### config.mk
export PLATFORM = sky130hd
export DESIGN_NAME = pci_irq_rerouter
export DESIGN_NICKNAME = d
export VERILOG_FILES = /design/src/rtl/irq_rerouter_pkg.sv /design/src/rtl/pci_irq_rerouter.sv
export VERILOG_INCLUDE_DIRS = /design/src /design/src/rtl
export SDC_FILE = /design/constraint.sdc
export NUM_CORES = 1
export LEC_CHECK = 0
export BUFFER_PORTS_ARGS = -buffer_cell sky130_fd_sc_hd__buf_2
export CAP_MARGIN = 20
export CORE_UTILIZATION = 45
export DETAILED_ROUTE_END_ITERATION = 8
export HOLD_SLACK_MARGIN = 0.06
export PLACE_DENSITY = 0.75
export SYNTH_ARGS = -nofsm -noshare
export SYNTH_HDL_FRONTEND = slang
export SYNTH_SLANG_ARGS = --single-unit
### constraint.sdc
create_clock -name CLK_SYS -period 2.2 [get_ports CLK_SYS]
set_clock_uncertainty 0.15 [all_clocks]
set_input_delay 0 -clock CLK_SYS [delete_from_list [all_inputs] [get_ports CLK_SYS]]
set_output_delay 0 -clock CLK_SYS [all_outputs]
set_load 0.05 [all_outputs]
### src/rtl/irq_rerouter_params.svh
// constants and the register map for the pci interrupt rerouter
`ifndef IRQ_REROUTER_PARAMS_SVH
`define IRQ_REROUTER_PARAMS_SVH
`define ADDR_ROUTE_LO      32'h0000_0000
`define ADDR_ROUTE_HI      32'h0000_0004
`define ADDR_ALIAS_LO      32'h0000_0008
`define ADDR_ALIAS_HI      32'h0000_000c
`define ADDR_ERR_CTRL      32'h0000_0010
`define ADDR_INT_STATUS    32'h0000_0014
`define ADDR_INT_MASK      32'h0000_0018
`define ADDR_LINE_STATE    32'h0000_001c
`define ROUTE_RESET        8'h00
`define ERR_CTRL_RESET     8'h00
`define INT_MASK_RESET     8'h00
`define ERR_CTRL_SMI_EN    0
`define ERR_CTRL_NMI_EN    1
`define ERR_CTRL_FORCE_NMI 2
`define STAT_ERR_SMI       4
`define STAT_ERR_NMI       5
`define NUM_PCI_LINES      4
`define NUM_ISA_IRQ        8
`endif

### src/rtl/irq_rerouter_pkg.sv
// types shared by the pci interrupt rerouter
package irq_rerouter_pkg;
    // nibble code: 0..7 pass-through, 8..15 select isa irq (code - 8)
    typedef logic [3:0] route_code_t;

    // incoming pci interrupt sources, active low as on the bus
    typedef struct packed {
        logic       slot_inta_n_unused;
        logic [3:0] slot_inta_n;
        logic       nic_inta_n;
        logic [2:0] cascade_n;
    } pci_src_s;

    // error sources feeding the nmi/smi logic
    typedef struct packed {
        logic err_hub;
        logic err_mgmt;
        logic err_fatal;
    } err_src_s;

    // register access state for the apb slave
    typedef enum logic [2:0] {
        BUS_IDLE   = 3'b001,
        BUS_ACCESS = 3'b010,
        BUS_DONE   = 3'b100
    } bus_state_e;
endpackage

### src/rtl/pci_irq_rerouter.sv
// pci to isa interrupt rerouter with apb registers and nmi/smi error steering
`timescale 1ns/1ps
`include "irq_rerouter_params.svh"
module pci_irq_rerouter (
    // clock and reset
    input  wire  logic                         CLK_SYS,
    input  wire  logic                         RST,
    // apb register port
    input  wire  logic                         PSEL,
    input  wire  logic                         PENABLE,
    input  wire  logic                         PWRITE,
    input  wire  logic [31:0]                  PADDR,
    input  wire  logic [31:0]                  PWDATA,
    output logic       [31:0]                  PRDATA,
    output logic                               PREADY,
    output logic                               PSLVERR,
    // pci interrupt sources, active low
    input  wire  irq_rerouter_pkg::pci_src_s   PCI_SRC,
    // error sources, active high
    input  wire  irq_rerouter_pkg::err_src_s   ERR_SRC,
    // interrupt destinations
    output logic       [3:0]                   APIC_IRQ_INPUT,
    output logic       [7:0]                   ISA_IRQ,
    output logic                               CPU_NMI,
    output logic                               SYS_MGMT_IRQ_N,
    output logic                               IRQ_OUT
);
    import irq_rerouter_pkg::*;

    ////////////////////////////////////////////////////////////////////////////
    // registers
    logic [7:0]  route_lo;      // nibbles for lines a (low) and b
    logic [7:0]  route_hi;      // nibbles for lines c (low) and d
    logic [7:0]  err_ctrl;
    logic [7:0]  int_status;
    logic [7:0]  int_mask;
    logic [3:0]  line_req;      // merged pci requests, active high
    logic [3:0]  line_prev;
    logic        wr_en;
    logic        rd_en;
    logic [4:0]  reg_sel;
    logic [3:0]  next_apic;
    logic [7:0]  next_isa;
    logic        err_any;
    logic        err_nmi;
    logic        err_smi;
    logic [7:0]  next_status;
    logic [31:0] next_rdata;

    ////////////////////////////////////////////////////////////////////////////
    // apb decode: access phase with one wait state
    assign wr_en   = PSEL && PENABLE && PWRITE && PREADY;
    assign rd_en   = PSEL && PENABLE && !PWRITE;
    assign reg_sel = PADDR[4:0];

    // pready is high one cycle into the access phase; answers after one wait state
    always_ff @(posedge CLK_SYS) begin
        if (RST) begin
            PREADY <= 1'b0;
        end else begin
            PREADY <= PSEL && PENABLE && !PREADY;
        end
    end

    // routing writes; upper word pair aliases the lower, as byte offsets 2,3 do
    always_ff @(posedge CLK_SYS) begin
        if (RST) begin
            route_lo <= `ROUTE_RESET;  // every nibble pass-through
            route_hi <= `ROUTE_RESET;
        end else if (wr_en && PADDR[31:4] == 28'h0) begin
            if (PADDR[2] == 1'b0) begin
                route_lo <= PWDATA[7:0];
            end else begin
                route_hi <= PWDATA[7:0];
            end
        end
    end

    // error control and mask writes
    always_ff @(posedge CLK_SYS) begin
        if (RST) begin
            err_ctrl <= `ERR_CTRL_RESET;
            int_mask <= `INT_MASK_RESET;
        end else if (wr_en) begin
            if (PADDR == `ADDR_ERR_CTRL) begin
                err_ctrl <= PWDATA[7:0];
            end
            if (PADDR == `ADDR_INT_MASK) begin
                int_mask <= PWDATA[7:0];
            end
        end
    end

    // read mux; unmapped addresses read zero and flag an error
    always_comb begin
        next_rdata = 32'h0000_0000;
        case (reg_sel)
            5'h00, 5'h08: next_rdata = {24'h000000, route_lo};
            5'h04, 5'h0c: next_rdata = {24'h000000, route_hi};
            5'h10:        next_rdata = {24'h000000, err_ctrl};
            5'h14:        next_rdata = {24'h000000, int_status};
            5'h18:        next_rdata = {24'h000000, int_mask};
            5'h1c:        next_rdata = {28'h0000000, line_req};
            default:      next_rdata = 32'h0000_0000;
        endcase
    end

    // read data and slave error are registered with pready
    always_ff @(posedge CLK_SYS) begin
        if (RST) begin
            PRDATA  <= 32'h0000_0000;
            PSLVERR <= 1'b0;
        end else begin
            // reg_sel drops the upper address bits, so out-of-window reads are gated here
            PRDATA  <= (rd_en && !PREADY && PADDR[31:5] == 27'h0) ? next_rdata : 32'h0000_0000;
            PSLVERR <= PSEL && PENABLE && !PREADY && (PADDR[31:5] != 27'h0 || PADDR[1:0] != 2'h0);
        end
    end

    ////////////////////////////////////////////////////////////////////////////
    // source merge: each slot's inta plus cascade and on-board devices
    always_ff @(posedge CLK_SYS) begin
        if (RST) begin
            line_req <= 4'h0;
        end else begin
            // line a: slot inta pins and nic; b..d: cascaded swizzle incl. scsi
            line_req[0] <= ~(&PCI_SRC.slot_inta_n) | ~PCI_SRC.nic_inta_n;
            line_req[1] <= ~PCI_SRC.cascade_n[0];
            line_req[2] <= ~PCI_SRC.cascade_n[1];
            line_req[3] <= ~PCI_SRC.cascade_n[2];
        end
    end

    ////////////////////////////////////////////////////////////////////////////
    // routing: each nibble acts alone on its own line
    always_comb begin
        route_code_t code;
        code      = 4'h0;
        next_apic = 4'h0;
        next_isa  = 8'h00;
        for (int i = 0; i < `NUM_PCI_LINES; i++) begin
            code = (i < 2) ? route_lo[4*i +: 4] : route_hi[4*(i-2) +: 4];
            if (code[3] == 1'b0) begin
                next_apic[i] = line_req[i];  // line i to apic 16+i
            end else begin
                // isa outputs only carry rerouted lines
                next_isa[code[2:0]] = next_isa[code[2:0]] | line_req[i];
            end
        end
    end

    // interrupt outputs straight from flops
    always_ff @(posedge CLK_SYS) begin
        if (RST) begin
            APIC_IRQ_INPUT <= 4'h0;
            ISA_IRQ        <= 8'h00;
        end else begin
            APIC_IRQ_INPUT <= next_apic;
            ISA_IRQ        <= next_isa;   // bit order irq 3,4,5,7,10,11,12,15
        end
    end

    ////////////////////////////////////////////////////////////////////////////
    // error steering: smi when enabled, else nmi; fatal always nmi, but cpu_nmi only while its enable is set
    assign err_any = ERR_SRC.err_hub | ERR_SRC.err_mgmt | ERR_SRC.err_fatal;
    assign err_smi = err_any && err_ctrl[`ERR_CTRL_SMI_EN];
    assign err_nmi = ERR_SRC.err_fatal ||
                     (err_any && !err_ctrl[`ERR_CTRL_SMI_EN]) ||
                     err_ctrl[`ERR_CTRL_FORCE_NMI];

    always_ff @(posedge CLK_SYS) begin
        if (RST) begin
            CPU_NMI        <= 1'b0;
            SYS_MGMT_IRQ_N <= 1'b1;
        end else begin
            CPU_NMI        <= err_nmi && err_ctrl[`ERR_CTRL_NMI_EN];
            SYS_MGMT_IRQ_N <= !err_smi;
        end
    end

    ////////////////////////////////////////////////////////////////////////////
    // sticky status: rising request edges and error deliveries; set beats clear
    always_comb begin
        next_status = int_status;
        if (wr_en && PADDR == `ADDR_INT_STATUS) begin
            next_status = int_status & ~PWDATA[7:0];
        end
        next_status[3:0] = next_status[3:0] | (line_req & ~line_prev);
        next_status[`STAT_ERR_SMI] = next_status[`STAT_ERR_SMI] | err_smi;
        next_status[`STAT_ERR_NMI] = next_status[`STAT_ERR_NMI] |
                                     (err_nmi && err_ctrl[`ERR_CTRL_NMI_EN]);
        next_status[7:6] = 2'b00;
    end

    always_ff @(posedge CLK_SYS) begin
        if (RST) begin
            int_status    <= 8'h00;
            line_prev     <= 4'h0;
            IRQ_OUT       <= 1'b0;
        end else begin
            int_status    <= next_status;
            line_prev     <= line_req;
            IRQ_OUT       <= |(next_status & int_mask);
        end
    end

    ////////////////////////////////////////////////////////////////////////////
    // checks
    a_pass_through: assert property (@(posedge CLK_SYS) disable iff (RST)
        (route_lo[3:0] == 4'h0 && $stable(route_lo)) |=> APIC_IRQ_INPUT[0] == $past(line_req[0]))
        else $error("line a not passed to apic");
    a_steer_isa: assert property (@(posedge CLK_SYS) disable iff (RST)
        (route_hi[7] && line_req[3]) |=> ISA_IRQ[$past(route_hi[6:4])])
        else $error("line d not steered");
    a_steer_no_apic: assert property (@(posedge CLK_SYS) disable iff (RST)
        route_lo[7] |=> !APIC_IRQ_INPUT[1])
        else $error("steered line still on apic");
    a_route_write: assert property (@(posedge CLK_SYS) disable iff (RST)
        (wr_en && PADDR == `ADDR_ALIAS_LO) |=> route_lo == $past(PWDATA[7:0]))
        else $error("alias write missed");
    a_reset_pass: assert property (@(posedge CLK_SYS)
        $past(RST) |-> route_lo == 8'h00 && route_hi == 8'h00)
        else $error("route not pass-through after reset");
    a_smi_route: assert property (@(posedge CLK_SYS) disable iff (RST)
        (err_any && err_ctrl[0]) |=> !SYS_MGMT_IRQ_N)
        else $error("error not routed to smi");
    a_fatal_nmi: assert property (@(posedge CLK_SYS) disable iff (RST)
        (ERR_SRC.err_fatal && err_ctrl[1]) |=> CPU_NMI)
        else $error("fatal error without nmi");
    a_nmi_direct: assert property (@(posedge CLK_SYS) disable iff (RST)
        (ERR_SRC.err_hub && !err_ctrl[0] && err_ctrl[1]) |=> CPU_NMI && SYS_MGMT_IRQ_N)
        else $error("direct nmi missing");
    a_apb_ready: assert property (@(posedge CLK_SYS) disable iff (RST)
        (PSEL && PENABLE && !PREADY) |=> PREADY)
        else $error("apb answer late");
    c_steer: cover property (@(posedge CLK_SYS) disable iff (RST) |ISA_IRQ);
    c_smi: cover property (@(posedge CLK_SYS) disable iff (RST) !SYS_MGMT_IRQ_N);
    c_irq: cover property (@(posedge CLK_SYS) disable iff (RST) IRQ_OUT);
    c_pass: cover property (@(posedge CLK_SYS) disable iff (RST) |APIC_IRQ_INPUT);
    c_nmi: cover property (@(posedge CLK_SYS) disable iff (RST) CPU_NMI);

    ////////////////////////////////////////////////////////////////////////////
    // further checks: register map, routing of the upper lines, status and errors

    // with every nibble in pass-through nothing may leak onto the isa side
    a_isa_quiet: assert property (@(posedge CLK_SYS) disable iff (RST)
        (route_lo == 8'h00 && route_hi == 8'h00) |=> ISA_IRQ == 8'h00)
        else $error("isa output raised while all lines pass through");

    // line c passes to apic 18 when its nibble is pass-through
    a_pass_line_c: assert property (@(posedge CLK_SYS) disable iff (RST)
        (route_hi[3:0] == 4'h0 && $stable(route_hi)) |=> APIC_IRQ_INPUT[2] == $past(line_req[2]))
        else $error("line c not passed to apic");

    // a steered line d must leave its apic input alone
    a_steer_d_off: assert property (@(posedge CLK_SYS) disable iff (RST)
        route_hi[7] |=> !APIC_IRQ_INPUT[3])
        else $error("steered line d still on apic");

    // direct write of the upper routing byte
    a_hi_write: assert property (@(posedge CLK_SYS) disable iff (RST)
        (wr_en && PADDR == `ADDR_ROUTE_HI) |=> route_hi == $past(PWDATA[7:0]))
        else $error("route hi write missed");

    // alias of the upper routing byte lands in the same register
    a_alias_hi: assert property (@(posedge CLK_SYS) disable iff (RST)
        (wr_en && PADDR == `ADDR_ALIAS_HI) |=> route_hi == $past(PWDATA[7:0]))
        else $error("alias hi write missed");

    // low address bits pick the register on a read of the alias
    a_reg_select: assert property (@(posedge CLK_SYS) disable iff (RST)
        (rd_en && !PREADY && PADDR == `ADDR_ALIAS_HI) |=> PRDATA == {24'h000000, $past(route_hi)})
        else $error("alias read returned wrong register");

    // reads beyond the window give zero and flag the error
    a_unmapped_zero: assert property (@(posedge CLK_SYS) disable iff (RST)
        (PSEL && PENABLE && !PREADY && PADDR[31:5] != 27'h0) |=> PRDATA == 32'h0 && PSLVERR)
        else $error("unmapped read not refused");

    // the nic has its own input, merged into line a
    a_nic_merge: assert property (@(posedge CLK_SYS) disable iff (RST)
        !PCI_SRC.nic_inta_n |=> line_req[0])
        else $error("nic request lost");

    // smi stays quiet while its enable is clear
    a_smi_off: assert property (@(posedge CLK_SYS) disable iff (RST)
        !err_ctrl[`ERR_CTRL_SMI_EN] |=> SYS_MGMT_IRQ_N)
        else $error("smi raised while disabled");

    // nmi is gated by its enable whatever the source
    a_nmi_gate: assert property (@(posedge CLK_SYS) disable iff (RST)
        !err_ctrl[`ERR_CTRL_NMI_EN] |=> !CPU_NMI)
        else $error("nmi raised while disabled");

    // every delivered nmi leaves a sticky mark for software
    a_nmi_status: assert property (@(posedge CLK_SYS) disable iff (RST)
        CPU_NMI |-> int_status[`STAT_ERR_NMI])
        else $error("nmi not recorded in status");

    // every delivered smi leaves a sticky mark for software
    a_smi_status: assert property (@(posedge CLK_SYS) disable iff (RST)
        !SYS_MGMT_IRQ_N |-> int_status[`STAT_ERR_SMI])
        else $error("smi not recorded in status");

    // the summary interrupt follows the masked status one-to-one
    a_irq_level: assert property (@(posedge CLK_SYS) disable iff (RST)
        1'b1 |=> IRQ_OUT == |(int_status & $past(int_mask)))
        else $error("summary interrupt does not follow status");
endmodule // pci_irq_rerouter

* Word level (Yosys, flattened, before mapping)
Memories as Yosys holds them, arrays and structs flattened. A register that Yosys moved wholly into a read port is not among the register bits. Index checks and enable logic that the tools add are counted.
Storage, ports and cells: bits in registers 95, bits in read-only memories 8, input bits 81, output and inout bits 49, word-level logic and storage cells 128, memories 1
Memory list:
- (name not given) | words 8, width 1, rd ports 1, clocked after Yosys merged registers in 1, write ports 0, line pci_irq_rerouter.sv:147 | next_isa[code[2:0]] = next_isa[code[2:0]] | line_req[i];
Cells by class: magnitude comparators 8, equal/unequal tests 10, muxes and demuxes 26, bitwise operators 23, reduce and logical (&&, ||, !) cells 42
Operators by type and width (count):
- 32-bit by 5-bit equality test with 1-bit output (second input constant) | 3
- 8-bit one-hot mux with 6 select lines | 1
- 8-bit 2-to-1 mux | 4
- 28-bit logical NOT | 1
- 27-bit logical NOT | 1
- 27-bit nonzero test | 1
- 8-bit bitwise mux | 3
- 5-bit equality test (second input constant) | 4
- 1-bit logical AND | 17
- 3-bit by 4-bit less-than comparator with 1-bit output (second input constant) | 4
- 2-bit OR reduction | 7
- 1-bit demux with 3-bit select | 4
- 3-bit by 1-bit >= comparator with 1-bit output (second input constant) | 4
- 5-bit by 4-bit equality test with 1-bit output (second input constant) | 2
- 1-bit binary-select mux with 3-bit select | 3
- 1-bit bitwise OR | 9
- 6-bit by 8-bit AND with 8-bit output | 1
- 8-bit AND | 1
- 1-bit 2-to-1 mux | 8
- 2-bit AND reduction | 4
- 8-bit OR reduction | 1
- 1-bit NOT | 7
- 6-bit AND | 1
- 3-bit 2-to-1 mux | 2
- 11 further kinds | 16

* Depth between registers and ports, before layout
depth after elaboration 21, depth in mapped cells 8, gate-level depth less buffers 6

* Worst setup path after synthesis
No wires, ideal clock.
kind flip-flop to flip-flop, start reg PREADY, end reg err_ctrl[0], library setup time 0.128 ns, arrival 1.867 ns, data required time 1.922 ns, slack 0.056 ns, cell stages (with the launch flop) 7, buffers on the path 1, clock period less this slack 2.144 ns, cell sequence dfxtp_1 -> nand4_1 -> nor4_4 -> nor3b_2 -> buf_6 -> mux2i_1 -> nor2_1
On the way: longest elaborated chain between the ends 2
Ends and longest elaborated chain:
- start: declaration | line pci_irq_rerouter.sv:15 | output logic PREADY,
- start signal: assignment | line pci_irq_rerouter.sv:61 | PREADY <= PSEL && PENABLE && !PREADY;
- 1-bit logical AND | line pci_irq_rerouter.sv:52 | assign wr_en = PSEL && PENABLE && PWRITE && PREADY;
- 2-bit AND reduction (no source line)
- end signal: assignment | line pci_irq_rerouter.sv:82 | err_ctrl <= `ERR_CTRL_RESET;
- end signal: assignment | line pci_irq_rerouter.sv:86 | err_ctrl <= PWDATA[7:0];
- end: declaration | line pci_irq_rerouter.sv:34 | logic [7:0] err_ctrl;
Every way passes these cells. A chain may end at the register's enable or synchronous reset.

* Final worst setup path
start reg route_lo[6], end reg ISA_IRQ[2]
On the way: longest elaborated chain between the ends 16, elaborated cells on any way between the ends 20, those cells by class order compare (2); mux (14); bitwise (3); reduce/logical (1)
Ends and longest elaborated chain:
- start: declaration | line pci_irq_rerouter.sv:32 | logic [7:0] route_lo;
- start signal: assignment | line pci_irq_rerouter.sv:68 | route_lo <= `ROUTE_RESET;
- start signal: assignment | line pci_irq_rerouter.sv:72 | route_lo <= PWDATA[7:0];
- 3-bit by 4-bit less-than comparator with 1-bit output (implied by the code) / 3-bit by 1-bit >= comparator with 1-bit output (equally long branches) | line pci_irq_rerouter.sv:147
- 1-bit logical AND (implied by the code) | line pci_irq_rerouter.sv:147
- 1-bit 2-to-1 mux (implied by the code) | line pci_irq_rerouter.sv:147
- 1-bit demux with 3-bit select | line pci_irq_rerouter.sv:147
- 8-bit bitwise mux * | line pci_irq_rerouter.sv:147
- 8-bit 2-to-1 mux * | line pci_irq_rerouter.sv:143 | if (code[3] == 1'b0) begin
- 1-bit binary-select mux with 3-bit select | line pci_irq_rerouter.sv:147
- 1-bit 2-to-1 mux (implied by the code) | line pci_irq_rerouter.sv:147
- 1-bit bitwise OR | line pci_irq_rerouter.sv:147
- 8-bit bitwise mux | line pci_irq_rerouter.sv:147
- 8-bit 2-to-1 mux * | line pci_irq_rerouter.sv:143
- 1-bit binary-select mux with 3-bit select | line pci_irq_rerouter.sv:147
- 1-bit 2-to-1 mux (implied by the code) | line pci_irq_rerouter.sv:147
- 1-bit bitwise OR | line pci_irq_rerouter.sv:147
- 8-bit bitwise mux | line pci_irq_rerouter.sv:147
- 8-bit 2-to-1 mux * | line pci_irq_rerouter.sv:143
- end signal: assignment | line pci_irq_rerouter.sv:159 | ISA_IRQ <= next_isa;
- end: declaration | line pci_irq_rerouter.sv:23 | output logic [7:0] ISA_IRQ,
Every way passes the cells marked *; elsewhere a longest branch is shown, timed or not. The select of a mux whose other input is x is not followed.

==> reports/results.ini <==
[critical_path]
endpoint_kind=register
worst-r2r-cell-count=6
crit_end=ISA_IRQ[2]
ff2ff_setup_slack_ns=0.16
worstPathRequired_ns=2.26
cp.arrival_ns=2.10
start_kind=register
cp_max_fo=10
startpoint=route_lo[6]
r2r_start=route_lo[6]
worstSetupPathType=register to register
timing.rr.end=ISA_IRQ[2]

[synth]
synth.most_common_cell=dfxtp_1
yosys_warnings=0
syn_area_um2=3660
syn_avg_cell_area_um2=8.27
async_flop_share_pct=0
synth_area_leaders=dfxtp_1, mux2i_1, nor2_1, nand2_1, buf_4
netlist.area_leader.share_pct=38.9
synth-edff-count=0
synth_area_leader_cell=dfxtp_1
ys_types=54
synth_seq_cells=71
seq_area_frac_synth_pct=38.9
synthFlopType=dfxtp_1
ys_top_cells_by_count=dfxtp_1, nor2_1, nand2_1
synthCells=442

[routing]
top_layer_used=met4
vias=3534
drc_errors=0
dr_wl_met3_um=628
avgRoutedWirePerCell_um=14.6
wl_met1_mm=4.08
wl_met2_mm=4.58
drt_wl_total_mm=9.52
viasPerCell=5.42
detail-route-antenna-nets=0
dr.pass1.iters=5
drt_iter0_drc=252

[layout]
final_layout_size_suffix_gt1_share_pct=23.5
filler_cell_count=720
final_cells=652
diodes=0
nets=626
area_growth_pct=24.5
fin_area_um2=4550

[floorplan]
initial_core_util_pct=46.8
dieWidth_um=92.2
core_um2=7810
rows=32
io_pins=130
die_area_um2=8490
die_y_um=92.2

[clock_network]
cts_buffers=9
htreeDepth=3
cts.sinks=71
post_cts_buffers=0
clock-root-buffer=clkbuf_8
cts_tree=built
clkTransAtPathRegs_ns=0.07
clk_path_buf_depth=2
clk_latency_ns=0.35

[power]
ir_worst_vdd_uv=250
p_leak_nw=1.87
p_per_area_nw_per_um2=615

[flow_run]
drv_cap=0

[worst_hold_path]
hold_class=input port to register

[timing]
hold_violations=0
relSlewSlack_pct=59.4
finalSetupTns_ns=0
setup_violations=0
whs_ns=0.122
worst_pin_slew_ns=0.609
rsz0062_at_grt=true
finalMaxSlewViolations=0
max_freq_mhz=490
period_share_pct=92.7
min_period_ns=2.04

[place]
place_congestion=0.849
dp_hpwl_mm=6.72
post-place-cells=609
portBuffers=80
placed_area_um2=4040

[status]
status=completed

[grt]
grtUsageTotal_pct=23.7
antenna_found_initial=0
grt_max_degree=60
grt.overflow.total=0
grt_pass1_wl_mm=15.9
grt_pass1_vias=3367

## what timing repair did
item                       4_1_cts  5_1_grt
setup endpoints to repair        0        5
hold buffers                    27        0
resized for setup                0        4
hold endpoints to repair        55        0
## placed cells by master (no fill, tap or decap), drive strengths merged, types with 4 or more instances in the layout
cell / instances
nand3: 11
a211oi: 4
mux2i: 31
o21ai: 8
dfxtp: 71
nand4: 4
inv: 6
nor3b: 9
nor2b: 20
a21oi: 32
a22oi: 4
nor3: 10
a31oi: 10
nand2: 51
buf: 95
conb: 24
or3: 4
o22a: 4
clkbuf: 11
nor4: 12
nor2: 57
dlygate4sd3: 27
## flip-flops by register name, summed over array words and instances (netlist names)
signal and flops:
PSLVERR 1, route_lo 8, route_hi 8, line_req 4
PRDATA 8, CPU_NMI 1, APIC_IRQ_INPUT 4, SYS_MGMT_IRQ_N 1
PREADY 1, int_mask 8, ISA_IRQ 8, line_prev 4
IRQ_OUT 1, int_status 6, err_ctrl 8
## worst min-delay path by stage
| stage | startpoint | to | slack (ns) | cells after the start |
|---|---|---|---|---|
| floorplan | PCI_SRC[0] | line_req[1] | -0.08 | 1 |
| global placement | PCI_SRC[0] | line_req[1] | 0.009 | 2 |
| detailed placement | PCI_SRC[2] | line_req[3] | 0.01 | 2 |
| CTS | PADDR[2] | PRDATA[7] | 0.10 | 4 |
| global route | PADDR[2] | PRDATA[0] | 0.15 | 4 |
| finish | PADDR[2] | PRDATA[7] | 0.12 | 4 |
## kinds of logic after synthesis
kind of cell,count (synthesis),share of synthesized area [%]
other cells,1,0.103
flops,71,38.9
simple gates,195,27.4
mux,31,8.48
buf+inv,59,9.92
xor+xnor,3,0.719
compound gates,82,14.5
## metrics by stage
step | power, mW | setup WS (ns) | util (%)
6_report | 2.80 | 0.161 | 58.3
5_1_grt | 2.91 | -0.00136 | 58.3
4_1_cts | 2.82 | 0.0494 | 58.1
3_5_place_dp | 1.62 | 0.0712 | 51.8
3_3_place_gp | 1.62 | 0.111 | 51.8
2_1_floorplan | 1.57 | 0.0556 | -
## routing by layer
| metal | vias to the layer above | GRT usage, % |
|---|---|---|
| met4 | 0 | 8.72 |
| met5 | - | 0 |
| met3 | 27 | 4.89 |
| met1 | 1624 | 29.4 |
| li1 | 1719 | - |
| met2 | 164 | 40.2 |
## layout make-up
class                   instances  area [um2]  share of cell area, %
inverters                       6        22.5                  0.495
clock buffers                  11         141                   3.11
flip-flops and latches         71        1420                   31.3
clock inverters                 5        81.3                   1.79
well taps                     102         128                   2.80
repair buffers                122         783                   17.2
multi-input cells             335        1970                   43.3
## worst max-delay path, cell delays in order (launching register included)
cell,delay (ns)
dfxtp_1,0.41
nand4b_1,0.30
and3_1,0.23
o2111ai_1,0.19
nand2_1,0.11
a311oi_2,0.38
a211oi_1,0.13
## power by group
| part | internal (mW) | switching, mW |
|---|---|---|
| Combinational | 0.105 | 0.211 |
| Clock | 0.670 | 0.502 |
| Sequential | 1.30 | 0.0128 |
| Total | 2.08 | 0.725 |
Power figures use the tool's default switching activity.
